===== src/verilog/uart_pkg.sv =====
// Overview of operation
// - Sleep bit set puts receiver asleep
// - Asleep: no flag updates except address
// - Address detection leaves sleep bit set
// - Transmit pin carries data only when enabled, or while draining a character queued while enabled
// - Disabling transmitter drains written characters first
// - Receive disabled: no buffer load, no receive interrupts
// - Shifter keeps assembling; enable checked at end
// - High and low bytes form 16-bit divisor
// - Bit rate is clock over 8*(divisor+1)
// - Divisor zero gives clock over 16
`default_nettype none
package uart_pkg;
   // Register word indices, byte address is four times the index
   localparam logic [15:0] IDX_CONTROL = 16'h7051;
   localparam logic [15:0] IDX_BAUD_HIGH = 16'h7052;
   localparam logic [15:0] IDX_BAUD_LOW = 16'h7053;
   localparam logic [15:0] IDX_TX_DATA = 16'h7054;
   localparam logic [15:0] IDX_RX_DATA = 16'h7055;
   localparam logic [15:0] IDX_RX_STATUS = 16'h7056;
   localparam logic [15:0] IDX_TX_STATUS = 16'h7057;
   localparam logic [15:0] IDX_INT_STATUS = 16'h7058;
   localparam logic [15:0] IDX_INT_MASK = 16'h7059;
   // Control bit positions
   localparam int CTL_RX_ENA = 0;
   localparam int CTL_TX_ENA = 1;
   localparam int CTL_SLEEP = 2;
   localparam int CTL_ADDR_MODE = 3;
   localparam int CTL_TX_WAKE = 4;
   // Receive status bit positions
   localparam int RXS_ERROR = 7;
   localparam int RXS_READY = 6;
   localparam int RXS_BREAK = 5;
   localparam int RXS_FRAME = 4;
   localparam int RXS_OVERRUN = 3;
   localparam int RXS_PARITY = 2;
   localparam int RXS_ADDR = 1;
   // Transmit status bit positions
   localparam int TXS_READY = 7;
   localparam int TXS_EMPTY = 6;
   // Interrupt status and mask bit positions
   localparam int INT_RX_READY = 0;
   localparam int INT_TX_READY = 1;
   localparam int INT_RX_ERROR = 2;
   localparam int INT_ADDR = 3;
   // Reset values and counts
   localparam logic [7:0] BAUD_RESET = 8'h00;
   localparam logic [15:0] ZERO_DIV_LIMIT = 16'h0001;
   localparam logic [2:0] PHASE_LAST = 3'h7;
   localparam logic [2:0] PHASE_MID = 3'h3;
   localparam logic [3:0] TX_BITS_PLAIN = 4'hA;
   localparam logic [3:0] TX_BITS_ADDR = 4'hB;
   localparam logic [3:0] RX_LAST_PLAIN = 4'h7;
   localparam logic [3:0] RX_LAST_ADDR = 4'h8;

   typedef enum logic [1:0] {RX_IDLE, RX_START, RX_DATA, RX_STOP} rx_state_t;

   typedef struct packed {
      logic [31:0] paddr;
      logic psel;
      logic penable;
      logic pwrite;
      logic [31:0] pwdata;
   } apb_req_t;

   typedef struct packed {
      logic receiver_enable, transmitter_enable, sleep, addrMode, transmit_wake_select;
      logic [7:0] baudHi, baudLo;
      logic [15:0] tickCnt, tickLim;
      logic [7:0] txBuf;
      logic txFull, txArmed, txBusy;
      logic [10:0] txShift;
      logic [3:0] txLeft;
      logic [2:0] txPh;
      rx_state_t rxState;
      logic [2:0] rxPh;
      logic [3:0] rxBit;
      logic [8:0] rxShift;
      logic [7:0] rxBuf;
      logic rxReady, brk, fe, oe, addrSeen;
      logic [3:0] intStat, intMask;
      logic [31:0] prdata;
      logic pslverr;
   } state_t;
endpackage
`default_nettype wire


===== src/verilog/uart_enable_sleep_baud_gen.sv =====
// The implementer's own choice: register access over APB.
`timescale 1ns/1ns
`default_nettype none
module uart_enable_sleep_baud_gen (
   // Clock and reset
   input wire logic core_clk,
   input wire logic reset_n,
   // APB slave
   input wire uart_pkg::apb_req_t apbReq,
   output logic [31:0] prdata,
   output logic pready,
   output logic pslverr,
   // Serial line
   input wire logic serialReceive,
   output logic serialTransmit,
   // Interrupt
   output logic irq
);
   import uart_pkg::*;

   state_t s;
   state_t next_s;

   // Word index match on a byte address
   function automatic logic hit(input logic [31:0] a, input logic [15:0] idx);
      hit = (a[17:2] == idx) && (a[31:18] == 14'h0000) && (a[1:0] == 2'b00);
   endfunction

   // Tick limit from divisor, zero divisor halves to clock over 16
   function automatic logic [15:0] limitOf(input logic [7:0] hi, input logic [7:0] lo);
      limitOf = ({hi, lo} == 16'h0000) ? ZERO_DIV_LIMIT : {hi, lo};
   endfunction

   logic setupPhase;
   logic accessPhase;
   logic tick;
   logic mapped;
   logic [7:0] rxData;
   logic rxAddrBit;
   logic isAddr;
   logic frameErr;
   logic rxUpdate;
   logic txStart;
   logic [3:0] events;

   assign setupPhase = apbReq.psel && !apbReq.penable;
   assign accessPhase = apbReq.psel && apbReq.penable;
   assign tick = (s.tickCnt == s.tickLim);
   assign mapped = hit(apbReq.paddr, IDX_CONTROL) || hit(apbReq.paddr, IDX_BAUD_HIGH)
      || hit(apbReq.paddr, IDX_BAUD_LOW) || hit(apbReq.paddr, IDX_TX_DATA)
      || hit(apbReq.paddr, IDX_RX_DATA) || hit(apbReq.paddr, IDX_RX_STATUS)
      || hit(apbReq.paddr, IDX_TX_STATUS) || hit(apbReq.paddr, IDX_INT_STATUS)
      || hit(apbReq.paddr, IDX_INT_MASK);

   // Received character fields, address bit sits above data in address mode
   assign rxData = s.addrMode ? s.rxShift[7:0] : s.rxShift[8:1];
   assign rxAddrBit = s.addrMode && s.rxShift[8];
   assign isAddr = rxAddrBit;
   assign frameErr = !serialReceive;
   assign rxUpdate = s.receiver_enable && (!s.sleep || isAddr);
   assign txStart = tick && !s.txBusy && s.txFull && (s.transmitter_enable || s.txArmed);

   // Outputs
   assign prdata = s.prdata;
   assign pready = 1'b1;
   assign pslverr = s.pslverr;
   assign serialTransmit = s.txShift[0];
   assign irq = |(s.intStat & s.intMask);

   // Next state
   always_comb begin
      next_s = s;
      events = 4'h0;

      // Baud tick generator, eight ticks per bit
      if (tick) begin
         next_s.tickCnt = 16'h0000;
         next_s.tickLim = limitOf(s.baudHi, s.baudLo);
      end else begin
         next_s.tickCnt = s.tickCnt + 16'h0001;
      end

      // Transmitter
      if (txStart) begin
         next_s.txShift = s.addrMode ? {1'b1, s.transmit_wake_select, s.txBuf, 1'b0} : {2'b11, s.txBuf, 1'b0};
         next_s.txLeft = s.addrMode ? TX_BITS_ADDR : TX_BITS_PLAIN;
         next_s.txBusy = 1'b1;
         next_s.txFull = 1'b0;
         next_s.txArmed = 1'b0;
         next_s.transmit_wake_select = 1'b0;
         next_s.txPh = 3'h0;
         events[INT_TX_READY] = 1'b1;
      end else if (tick && s.txBusy) begin
         next_s.txPh = s.txPh + 3'h1;
         if (s.txPh == PHASE_LAST) begin
            next_s.txShift = {1'b1, s.txShift[10:1]};
            next_s.txLeft = s.txLeft - 4'h1;
            if (s.txLeft == 4'h1) begin
               next_s.txBusy = 1'b0;
            end
         end
      end

      // Receiver shift logic runs whatever the enable
      if (tick) begin
         case (s.rxState)
            RX_IDLE: begin
               if (!serialReceive) begin
                  next_s.rxState = RX_START;
                  next_s.rxPh = 3'h0;
               end
            end
            RX_START: begin
               next_s.rxPh = s.rxPh + 3'h1;
               if (s.rxPh == PHASE_MID) begin
                  next_s.rxPh = 3'h0;
                  next_s.rxBit = 4'h0;
                  next_s.rxState = serialReceive ? RX_IDLE : RX_DATA;
               end
            end
            RX_DATA: begin
               next_s.rxPh = s.rxPh + 3'h1;
               if (s.rxPh == PHASE_LAST) begin
                  next_s.rxShift = {serialReceive, s.rxShift[8:1]};
                  next_s.rxBit = s.rxBit + 4'h1;
                  if (s.rxBit == (s.addrMode ? RX_LAST_ADDR : RX_LAST_PLAIN)) begin
                     next_s.rxState = RX_STOP;
                  end
               end
            end
            RX_STOP: begin
               next_s.rxPh = s.rxPh + 3'h1;
               if (s.rxPh == PHASE_LAST) begin
                  next_s.rxState = RX_IDLE;
                  if (rxUpdate) begin
                     next_s.rxBuf = rxData;
                     next_s.oe = s.rxReady;
                     next_s.fe = frameErr;
                     next_s.brk = frameErr && (rxData == 8'h00) && !isAddr;
                     next_s.addrSeen = isAddr;
                     events[INT_RX_READY] = 1'b1;
                     events[INT_RX_ERROR] = frameErr || s.rxReady;
                     events[INT_ADDR] = isAddr;
                  end
               end
            end
            default: begin
               next_s.rxState = RX_IDLE;
            end
         endcase
      end

      // Read data latched in the setup cycle
      if (setupPhase) begin
         next_s.prdata = 32'h0000_0000;
         next_s.pslverr = !mapped;
         if (hit(apbReq.paddr, IDX_CONTROL)) begin
            next_s.prdata[CTL_RX_ENA] = s.receiver_enable;
            next_s.prdata[CTL_TX_ENA] = s.transmitter_enable;
            next_s.prdata[CTL_SLEEP] = s.sleep;
            next_s.prdata[CTL_ADDR_MODE] = s.addrMode;
            next_s.prdata[CTL_TX_WAKE] = s.transmit_wake_select;
         end
         if (hit(apbReq.paddr, IDX_BAUD_HIGH)) begin
            next_s.prdata[7:0] = s.baudHi;
         end
         if (hit(apbReq.paddr, IDX_BAUD_LOW)) begin
            next_s.prdata[7:0] = s.baudLo;
         end
         if (hit(apbReq.paddr, IDX_RX_DATA)) begin
            next_s.prdata[7:0] = s.rxBuf;
         end
         if (hit(apbReq.paddr, IDX_RX_STATUS)) begin
            next_s.prdata[RXS_ERROR] = s.brk || s.fe || s.oe;
            next_s.prdata[RXS_READY] = s.rxReady;
            next_s.prdata[RXS_BREAK] = s.brk;
            next_s.prdata[RXS_FRAME] = s.fe;
            next_s.prdata[RXS_OVERRUN] = s.oe;
            next_s.prdata[RXS_PARITY] = 1'b0;
            next_s.prdata[RXS_ADDR] = s.addrSeen;
         end
         if (hit(apbReq.paddr, IDX_TX_STATUS)) begin
            next_s.prdata[TXS_READY] = !s.txFull;
            next_s.prdata[TXS_EMPTY] = !s.txFull && !s.txBusy;
         end
         if (hit(apbReq.paddr, IDX_INT_STATUS)) begin
            next_s.prdata[3:0] = s.intStat;
         end
         if (hit(apbReq.paddr, IDX_INT_MASK)) begin
            next_s.prdata[3:0] = s.intMask;
         end
      end

      // Register writes and read side effects at the access edge
      if (accessPhase && apbReq.pwrite) begin
         if (hit(apbReq.paddr, IDX_CONTROL)) begin
            next_s.receiver_enable = apbReq.pwdata[CTL_RX_ENA];
            next_s.transmitter_enable = apbReq.pwdata[CTL_TX_ENA];
            next_s.sleep = apbReq.pwdata[CTL_SLEEP];
            next_s.addrMode = apbReq.pwdata[CTL_ADDR_MODE];
            next_s.transmit_wake_select = apbReq.pwdata[CTL_TX_WAKE];
            if (s.transmitter_enable && s.txFull) begin
               next_s.txArmed = 1'b1;
            end
         end
         if (hit(apbReq.paddr, IDX_BAUD_HIGH)) begin
            next_s.baudHi = apbReq.pwdata[7:0];
         end
         if (hit(apbReq.paddr, IDX_BAUD_LOW)) begin
            next_s.baudLo = apbReq.pwdata[7:0];
         end
         if (hit(apbReq.paddr, IDX_TX_DATA)) begin
            next_s.txBuf = apbReq.pwdata[7:0];
            next_s.txFull = 1'b1;
            next_s.txArmed = s.transmitter_enable;
         end
         if (hit(apbReq.paddr, IDX_INT_STATUS)) begin
            next_s.intStat = s.intStat & ~apbReq.pwdata[3:0];
         end
         if (hit(apbReq.paddr, IDX_INT_MASK)) begin
            next_s.intMask = apbReq.pwdata[3:0];
         end
      end
      if (accessPhase && !apbReq.pwrite && hit(apbReq.paddr, IDX_RX_DATA)) begin
         next_s.rxReady = 1'b0;
      end

      // Hardware sets win over software clears
      if (events[INT_RX_READY]) begin
         next_s.rxReady = 1'b1;
      end
      next_s.intStat = next_s.intStat | events;
   end

   // State register
   always_ff @(posedge core_clk or negedge reset_n) begin
      if (!reset_n) begin
         s <= '0;
         s.baudHi <= BAUD_RESET;
         s.baudLo <= BAUD_RESET;
         s.tickLim <= ZERO_DIV_LIMIT;
         s.txShift <= 11'h7FF;
         s.rxState <= RX_IDLE;
      end else begin
         s <= next_s;
      end
   end
endmodule // uart_enable_sleep_baud_gen
`default_nettype wire


===== config.mk =====
export PLATFORM = sky130hd
export DESIGN_NAME = uart_enable_sleep_baud_gen
export DESIGN_NICKNAME = d
export VERILOG_FILES = /design/src/verilog/uart_pkg.sv /design/src/verilog/uart_enable_sleep_baud_gen.sv
export SDC_FILE = /design/constraint.sdc
export NUM_CORES = 1
export LEC_CHECK = 0
export BUFFER_PORTS_ARGS = -buffer_cell sky130_fd_sc_hd__buf_4
export CAP_MARGIN = 30
export CORE_MARGIN = 2
export CORE_UTILIZATION = 52
export CTS_CLUSTER_DIAMETER = 40
export DETAILED_ROUTE_END_ITERATION = 10
export PLACE_DENSITY = 0.88
export SETUP_SLACK_MARGIN = 0.5
export SLEW_MARGIN = 20
export SYNTH_ARGS = -nofsm -noshare
export SYNTH_HDL_FRONTEND = slang
export SYNTH_SLANG_ARGS = --single-unit

===== constraint.sdc =====
create_clock -name core_clk -period 1.8 [get_ports core_clk]
set_input_delay 0.09 -clock core_clk [delete_from_list [all_inputs] [get_ports core_clk]]
set_output_delay 0.09 -clock core_clk [all_outputs]
set_load 0.1 [all_outputs]

==> results of run 1 <==
[per-stage QoR]
step                      util [%]  setup WS (ns)  TNS [ns]
after floorplan                  -        0.02842         0
after global placement       61.11        -0.2252    -11.35
after detailed placement     61.11        -0.3324    -20.94
after CTS                    71.70        -0.3057    -15.72
after global routing         73.99        -0.4419    -28.25
final                        73.99        -0.4010    -24.22
[final timing paths]
kind,slack (ns),to,start
min in group asynchronous,0.16,s[76],reset_n
worst min register to register,0.47,s[78],s[78]
worst max-delay path,-0.40,s[54],s[115]
max in group asynchronous,0.92,s[101],reset_n
worst max register to register,-0.40,s[54],s[115]
worst min-delay path,0.06,s[45],apbReq[33]
[metal layers]
metal | vias to the layer above | part of all wire (%)
met4 | 0 | 7.5
met3 | 179 | 10
li1 | 2496 | -
met2 | 502 | 48
met1 | 3086 | 35
met5 | - | 0
[state kept, by name, indices dropped and copies added, names as in the netlist, named ones only]
signal and flops:
serialTransmit 1, pslverr 1, s 118, prdata 8
[what timing repair did]
action	4_1_cts	5_1_grt
hold endpoints to repair	55	0
hold buffers	11	0
setup buffers	26	7
pin swaps	12	20
gates resized for setup	74	56
cloned	7	1
setup endpoints to repair	103	120
[cells by family after synthesis]
family / after synthesis
adders and majority gates: 10
and+or+nand+nor: 174
xor gates and xnor gates: 28
other: 2
muxes: 73
AOI/OAI and AO/OA: 131
DFF: 129
buffers and inverters: 84
[worst reg2reg max path: stages (launching register included)]
cell,delay [ns]
dfrtp_1,0.41
xnor2_1,0.21
nand4_1,0.23
nor4_4,0.32
buf_6,0.16
nor3b_4,0.26
buf_6,0.18
mux2_4,0.30
[power by group]
part	switching [mW]	internal, mW
Sequential	0.0606	2.96
Combinational	0.635	0.288
Clock	1.48	2.23
[cell usage in the layout, fill, tap and decap left out, types with 14 or more instances in the layout]
cell       instances
nand2_1           35
mux2_4            47
buf_6             21
a21oi_1           21
nor2_1            24
dfrtp_1          111
buf_4            107
xnor2_1           16
mux2i_1           14
clkbuf_16         17
inv_1             17
o21ai_0           15
conb_1            25
[cell type report]
cell class | count | area [µm²]
Clock inverter | 14 | 181.4
Inverter | 17 | 63.81
Tap cell | 172 | 215.2
Fill cell | 655 | 3296
Multi-Input combinational cell | 441 | 3755
Sequential cell | 129 | 3251
Timing Repair Buffer | 154 | 1470
Clock buffer | 18 | 439.2
==> metrics.yaml, run 1 <==
job:
  drv_cap: 0
die:
  die_area_um2: 13920
  initial_core_util_pct: 53.31
  ios: 106
  fp.coreArea_um2: 12670
  num_rows: 41
  dieHeight_um: 118.0
  die_x_um: 118.0
finish:
  final_area_um2: 9375
  drive_gt1_share_pct: 42.04
  area_growth_pct: 38.78
  fin_nets: 840
  antennaDiodeCount: 0
  fin_cells: 945
critical_path:
  cp-end-kind: "flop"
  cp.required_ns: 2.11
  path_class: "reg -> reg"
  crit_chain: "xnor2_1 -> nand4_1 -> nor4_4 -> buf_6 -> nor3b_4 -> buf_6 -> mux2_4"
  path_buf_inv: 2
  critPathMaxStageDelay_ns: 0.41
  crit_top_cell: "buf_6"
  reg2reg_depth: 7
  path_max_fanout: 5
  cp-start-kind: "flop"
  worst-path-stages: 7
  crit_family: "simple AND/OR/NAND/NOR gates"
  worstPathArrival_ns: 2.51
  critPathSlowestCell: "dfrtp_1"
yosys:
  synth_xor_area_share_pct: 3.630
  muxShareOfSynthArea_pct: 11.89
  yosys.area_share.adder_pct: 1.852
  synth_compound_area_share_pct: 13.28
  yosysMostFrequentCell: "dfrtp_1"
  synth_flop_cell: "dfrtp_1"
  synth_top_cell_by_area: "dfrtp_1"
  synth_common_cells: "dfrtp_1, mux2_2, nand2_1"
  synth_area_per_cell_um2: 10.71
  synth_top_family_by_area: "simple AND/OR/NAND/NOR gates"
  ys_ff_latch: 129
  synthArstFlopShare_pct: 100.0
  yosysWarnings: 0
  synth-edff-count: 0
  synthSimpleGateAreaFrac_pct: 14.30
  yosysTopAreaCellShare_pct: 43.71
  synthTopCellsByArea: "dfrtp_1, mux2_2, dfstp_2"
  ys_types: 65
  yosysSeqAreaShare_pct: 47.99
  syn_inst: 631
  synth.cell_area_um2: 6755
min_path:
  whs_path_depth: 4
  holdCritPathClass: "in -> reg"
sta:
  whs_ns: 0.06271
  max_freq_ghz: 0.4543
  tightest_slew_ns: 0.5789
  finalClockSkew_ns: 0.01796
  slew_violations: 0
  rsz0062_at_grt: "yes"
  hold_viol_final: 0
  slew_headroom_pct: 61.05
  timing.final.ws_setup_ns: -0.4010
  finalSetupViolations: 88
  layout_min_cycle_time_ns: 2.201
  fin_crit_sh_pct: 122.3
global_routing:
  grt_util_met1_pct: 36.89
  top_usage_layer: "met2"
  antenna_found_initial: 0
  globalRouteMet2Util_pct: 53.56
  grt_use_total_pct: 31.70
  grt_max_degree: 64
  grt-ovfl-total: 0
  use_met3_pct: 7.752
  grt_pass1_wl_um: 34290
  grt_pass1_vias: 6175
clock_tree:
  cts_root_buf: "clkbuf_16"
  clock_path_buffers: 2
  cts_tree: "done"
  path_clk_slew_ns: 0.07
  ctsHtreeMaxLevel: 4
  clock_latency_ns: 0.44
  cts_sinks: 129
  numCtsBuffers: 17
detailed_routing:
  first_pass_iters: 8
  wl_per_cell_um: 25.76
  drt_drc_violations_left: 0
  drtIter0Drc: 859
  vias: 6263
  avgViaCountPerCell: 6.628
  wirelength_um: 24340
  antenna_left: 0
power_and_ir_drop:
  leakage_nw: 4.267
  power_mw: 7.660
  ir_drop_v: 0.0007436
  powerDensity_nw_per_um2: 817.0
placed_design:
  dpl.hpwl_um: 12370
  numPortBuffers: 56
  placed_cell_area_um2: 7744
  finalWeightedCongestion: 0.9061
  dp_cells: 861
run_status:
  failed_checks: "setup timing"
  status: "complete, but fails checks"
(Power assumes the default switching activity.)
==> run 2: changes to the inputs <==
Settings changed: CTS_CLUSTER_SIZE set to 14, HOLD_SLACK_MARGIN set to 0.15, PLACE_DENSITY 0.88 to unset, PLACE_DENSITY_LB_ADDON set to 0.15.
==> run 2 against run 1 <==
The flow still finishes with violations (setup timing). Register-to-register slack gained 0.07 ns. Die area is the same. Core utilization shrank 0.80 points. Critical path depth is the same. Hold slack gained 0.11 ns. Critical path type unchanged.
==> metrics.yaml, run 2 (synthesized netlist as in run 1, its figures left out) <==
sta:
  rsz0062_at_grt: "yes"  # unchanged
  fin_crit_sh_pct: 118.5  # was 122.3%
  max_freq_ghz: 0.4689  # was 0.4543 GHz
  finalSetupTns_ns: -13.98  # was -24.22 ns
  slew_headroom_pct: 64.47  # was 61.05%
  layout_min_cycle_time_ns: 2.133  # was 2.201 ns
  finalSetupViolations: 77  # was 88
  slew_violations: 0  # unchanged
  timing.final.ws_setup_ns: -0.3326  # was -0.4010 ns
  finalClockSkew_ns: 0.01413  # was 0.01796 ns
  tightest_slew_ns: 0.5319  # was 0.5789 ns
  hold_viol_final: 0  # unchanged
  whs_ns: 0.1759  # was 0.06271 ns
global_routing:
  grt_pass1_wl_um: 29700  # was 34,290 µm
  antenna_found_initial: 0  # unchanged
  grt_use_total_pct: 27.37  # was 31.70%
  grt-ovfl-total: 0  # unchanged
  grt_max_degree: 52  # was 64
  grt_pass1_vias: 5457  # was 6,175
detailed_routing:
  wl_per_cell_um: 19.42  # was 25.76 µm
  wirelength_um: 18430  # was 24,340 µm
  wl_met2_um: 8845  # was 11,600 µm
  wl_met3_um: 1065  # was 2504 µm
  first_pass_iters: 4  # was 8
  antenna_left: 0  # unchanged
  met1Wirelength_um: 8080  # was 8414 µm
  drtIter0Drc: 415  # was 859
  drt_drc_violations_left: 0  # unchanged
  top_layer: "met4"  # unchanged
  avgViaCountPerCell: 5.888  # was 6.628
  vias: 5588  # was 6,263
finish:
  final_area_um2: 9274  # was 9375 µm²
  largest_register_ffs: 118  # unchanged
  area_growth_pct: 37.28  # was 38.78%
  fin_cells: 949  # was 945
  antennaDiodeCount: 0  # unchanged
  drive_gt1_share_pct: 40.15  # was 42.04%
  largest-register: "s"  # unchanged
  post-route-util_pct: 73.19  # was 73.99%
  fin_nets: 844  # was 840
  n_fill_cell: 833  # was 655
  layout_common_cells: "dfrtp_1, buf_4, nand2_1"  # was dfrtp_1, buf_4, mux2_4
clock_tree:
  clock_path_buffers: 2  # unchanged
  ctsHtreeMaxLevel: 4  # unchanged
  path_clk_slew_ns: 0.06  # was 0.07 ns
  numCtsBuffers: 17  # unchanged
  cts_tree: "done"  # unchanged
  cts_sinks: 129  # unchanged
  clock_latency_ns: 0.43  # was 0.44 ns
  cts_root_buf: "clkbuf_16"  # unchanged
critical_path:
  critPathSlowestCell: "dfrtp_1"  # unchanged
  path_buf_inv: 2  # unchanged
  worstPathArrival_ns: 2.44  # was 2.51 ns
  crit_family: "simple AND/OR/NAND/NOR gates"  # unchanged
  crit_chain: "xnor2_2 -> nand4_1 -> nor4_4 -> buf_6 -> nor3b_4 -> buf_6 -> mux2_4"  # was xnor2_1 -> nand4_1 -> nor4_4 -> buf_6 -> nor3b_4 -> buf_6 -> mux2_4
  critPathMaxStageDelay_ns: 0.41  # about the same
  path_class: "reg -> reg"  # unchanged
  crit_top_cell: "buf_6"  # unchanged
  cp-end-kind: "flop"  # unchanged
  cp-start-kind: "flop"  # unchanged
  path_max_fanout: 5  # unchanged
  cp.required_ns: 2.11  # about the same
placed_design:
  dp_cells: 865  # was 861
  pre_cts_ws_ns: -0.2714  # was -0.3324 ns
  numPortBuffers: 56  # unchanged
  finalWeightedCongestion: 0.9374  # was 0.9061
  dpl.hpwl_um: 12040  # was 12,370 µm
  placed_cell_area_um2: 7761  # was 7744 µm²
power_and_ir_drop:
  leakage_nw: 4.221  # was 4.267 nW
  powerDensity_nw_per_um2: 802.3  # was 817.0 nW/µm²
  power_mw: 7.440  # was 7.660 mW
  ir_drop_v: 0.0006371  # was 0.0007436 V
die:
  num_rows: 41  # unchanged
  die_area_um2: 13920  # unchanged
  die_x_um: 118.0  # unchanged
  dieHeight_um: 118.0  # unchanged
  fp.coreArea_um2: 12670  # unchanged
  initial_core_util_pct: 53.31  # unchanged
  ios: 106  # unchanged
min_path:
  holdCritPathClass: "in -> reg"  # unchanged
job:
  drv_cap: 0  # unchanged
run_status:
  status: "complete, but fails checks"  # unchanged
  failed_checks: "setup timing"  # unchanged
-- run 2: metal layers --
layer / vias up / track usage (%)
met5: - / 0
met4: 0 / 10.84
met3: 32 / 5.959
met2: 220 / 42.62
met1: 2810 / 37.36
li1: 2526 / -
-- run 2: path summary, 6_finish.rpt --
check                            from   endpoint  slack [ns]  cells after the start
setup / recovery               s[102]      s[61]       -0.33                      7
hold / removal             apbReq[36]  prdata[4]        0.18                      5
setup reg to reg               s[102]      s[61]       -0.33                      7
hold reg to reg                 s[78]      s[78]        0.48                      1
max in group asynchronous     reset_n      s[54]        0.95                      3
min in group asynchronous     reset_n      s[42]        0.20                      3
-- run 2: report_power, final --
group	internal [mW]	switching [mW]	total (mW)	leakage (nW)
logic	0.275	0.573	0.848	2.22
clock network	2.21	1.33	3.54	0.285
registers	2.96	0.0862	3.05	1.72
total	5.45	1.99	7.44	4.22
-- run 2: cell type report --
class	count	area (µm²)	share of cell area, %
tap	172	215.2	2.321
clock inverter	13	161.4	1.740
sequential	129	3246	35.00
multi-input combinational	441	3657	39.44
clock buffer	19	442.9	4.776
inverter	17	63.81	0.6881
timing repair buffer	158	1488	16.04
-- run 2: worst min-delay path, cell delays in order --
cell and delay, ns:
buf_4 0.09, nor4_4 0.03, nand3_2 0.07, or3_1 0.19, o41ai_2 0.08
-- run 2: what timing repair did --
item / 4_1_cts / 5_1_grt
setup buffers: 19 / 13
pin swaps: 12 / 14
hold buffers: 14 / 0
gates cloned: 5 / 1
gates resized for setup: 68 / 29
endpoints found under the setup margin: 106 / 105
hold endpoints to repair: 164 / 0
==> run 3: changes to the inputs <==
Settings changed: SETUP_SLACK_MARGIN 0.5 to 0.1.
==> run 3 against run 2 <==
Core utilization down 3.5 points. Sequential power about the same. Largest power group unchanged. Via count down 3.1%. Clock power increased by 7.9%. Total power is 3.9% higher. The run still ends with setup timing left. Non-clock buffer count is 8 lower. Clock-buffer cell count shrank 2.
==> metrics.yaml, run 3 (synthesized netlist as in run 1, its figures left out) <==
run_status:
  status: "complete, but fails checks"  # unchanged
  failed_checks: "setup timing"  # unchanged
detailed_routing:
  wl_per_cell_um: 18.71  # was 19.42 µm
  drtIter0Drc: 466  # was 415
  avgViaCountPerCell: 5.755  # was 5.888
  vias: 5415  # was 5,588
  antenna_left: 0  # unchanged
  first_pass_iters: 5  # was 4
  wirelength_um: 17610  # was 18,430 µm
  drt_drc_violations_left: 0  # unchanged
die:
  num_rows: 41  # unchanged
  initial_core_util_pct: 53.31  # unchanged
  die_area_um2: 13920  # unchanged
  fp.coreArea_um2: 12670  # unchanged
  dieHeight_um: 118.0  # unchanged
  ios: 106  # unchanged
  die_x_um: 118.0  # unchanged
global_routing:
  grt_pass1_wl_um: 28660  # was 29,700 µm
  grt-ovfl-total: 0  # unchanged
  grt_pass1_vias: 5544  # was 5,457
  antenna_found_initial: 0  # unchanged
  grt_max_degree: 62  # was 52
  grt_use_total_pct: 26.23  # was 27.37%
critical_path:
  rrSetupSlack_ns: -0.34  # was -0.33 ns
  endpoint: "s[60]"  # was s[61]
  reg2reg_from: "s[131]"  # was s[102]
  cp-end-kind: "flop"  # unchanged
  cp-start-kind: "flop"  # unchanged
  worstPathArrival_ns: 2.44  # about the same
  cp.required_ns: 2.10  # was 2.11 ns
  path_class: "reg -> reg"  # unchanged
  reg2reg_depth: 7  # unchanged
  critical_path.startpoint: "s[131]"  # was s[102]
  path_max_fanout: 10  # was 5
  reg2reg_to: "s[60]"  # was s[61]
min_path:
  holdCritPathClass: "in -> async"  # was in -> reg
power_and_ir_drop:
  power_mw: 7.731  # was 7.440 mW
  p_sw_mw: 2.007  # was 1.989 mW
  powerDensity_nw_per_um2: 875.5  # was 802.3 nW/µm²
  ir_drop_v: 0.0007383  # was 0.0006371 V
  clkPwrFrac_pct: 49.5  # was 47.6%
  swShare_pct: 25.96  # was 26.74%
  leakage_nw: 4.055  # was 4.221 nW
  p_int_mw: 5.724  # was 5.451 mW
  seqPwrFrac_pct: 39.2  # was 41.0%
  p_comb_share_pct: 11.3  # was 11.4%
finish:
  layout_common_cells: "dfrtp_1, buf_4, mux2_2"  # was dfrtp_1, buf_4, nand2_1
  area_growth_pct: 30.73  # was 37.28%
  final_common_cell: "dfrtp_1"
  drive_gt1_share_pct: 34.59  # was 40.15%
  fin_cells: 941  # was 949
  largest-register: "s"  # unchanged
  fin_nets: 836  # was 844
  largest_register_ffs: 118  # unchanged
  antennaDiodeCount: 0  # unchanged
placed_design:
  dp_cells: 866  # was 865
  dpl.hpwl_um: 11810  # was 12,040 µm
  numPortBuffers: 56  # unchanged
  finalWeightedCongestion: 0.8700  # was 0.9374
clock_tree:
  cts_root_buf: "clkbuf_16"  # unchanged
  numCtsBuffers: 17  # unchanged
  cts_sinks: 129  # unchanged
  ctsHtreeMaxLevel: 4  # unchanged
  cts_tree: "done"  # unchanged
  path_clk_slew_ns: 0.06  # about the same
  clock_latency_ns: 0.42  # was 0.43 ns
  clock_path_buffers: 2  # unchanged
sta:
  layout_min_cycle_time_ns: 2.137  # was 2.133 ns
  max_freq_ghz: 0.4679  # was 0.4689 GHz
  hold_viol_final: 0  # unchanged
  slew_headroom_pct: 65.12  # was 64.47%
  slew_violations: 0  # unchanged
  tightest_slew_ns: 0.5232  # was 0.5319 ns
  timing.final.ws_setup_ns: -0.3371  # was -0.3326 ns
  fin_crit_sh_pct: 118.7  # was 118.5%
  rsz0062_at_grt: "yes"  # unchanged
  finalSetupViolations: 79  # was 77
  finalClockSkew_ns: 0.008534  # was 0.01413 ns
job:
  drv_cap: 0  # unchanged
[run 3: cell count changes in the layout (fill, tap and decap cells not counted), moves of 5 or more]
cell	before	now
buf_12	10	3
a2bb2oi_2	9	1
o21ai_1	7	1
mux2_2	29	44
dlygate4sd3_1	14	19
a2bb2oi_1	3	11
mux2_4	29	14
o21ai_0	16	23
[run 3: area by class of cell]
cell class,count,area (µm²)
inverters,17,63.81
flip-flops and latches,129,3243
well taps,172,215.2
multi-input cells,441,3343
clock inverters,15,230.2
fillers,930,3840
clock buffers,17,425.4
repair buffers,150,1310
[run 3: what timing repair did]
action / CTS / global route
hold endpoints to repair: 175 / 0
gates cloned: 2 / 1
gates resized for setup: 25 / 36
setup buffers: 11 / 11
pin swaps: 1 / 10
hold buffers: 19 / 0
endpoints found under the setup margin: 73 / 102
[run 3: stage by stage]
stage / utilization, % / worst slack (ns) / setup TNS (ns) / area [µm²] / hold slack, ns
3_3_place_gp: 59.42 / -0.2441 / -6.488 / 7528 / -0.08783
2_1_floorplan: - / 0.02842 / 0 / 6913 / -0.2056
4_1_cts: 67.78 / -0.3042 / -11.52 / 8588 / 0.1625
5_1_grt: 69.69 / -0.4056 / -21.05 / 8831 / 0.2705
3_5_place_dp: 59.42 / -0.2788 / -9.354 / 7528 / -0.08737
6_report: 69.69 / -0.3371 / -16.66 / 8831 / 0.2368
[run 3: critical path: stages (launching register included)]
cell	delay, ns
dfrtp_1	0.42
xnor2_1	0.20
nand4_1	0.21
nor4_4	0.31
buf_4	0.19
nor3b_2	0.19
buf_6	0.20
mux2_4	0.31
[run 3: power by group through the flow]
stage / clock (mW) / combinational, mW / sequential [mW]
2_1_floorplan: 0 / 0.613 / 3.05
3_3_place_gp: 0 / 0.792 / 3.07
3_5_place_dp: 0 / 0.810 / 3.08
4_1_cts: 3.88 / 0.855 / 3.03
5_1_grt: 4.02 / 0.952 / 3.04
6_report: 3.82 / 0.877 / 3.03
[run 3: how the worst min path moves through the flow]
stage,from,to,depth (start not counted)
finish,reset_n,pslverr,3
floorplan,reset_n,asynchronous set/reset pin,0
global route,apbReq[39],prdata[2],3
global placement,reset_n,prdata[5],1
CTS,apbReq[39],prdata[2],3
detailed placement,reset_n,prdata[5],1
[run 3: per-layer routing]
metal,up-vias,track usage (%),wire (µm)
met5,-,0,0
met4,0,10.92,438
met3,37,5.184,931
met2,175,42.30,8761
met1,2713,34.71,7474
li1,2490,-,-
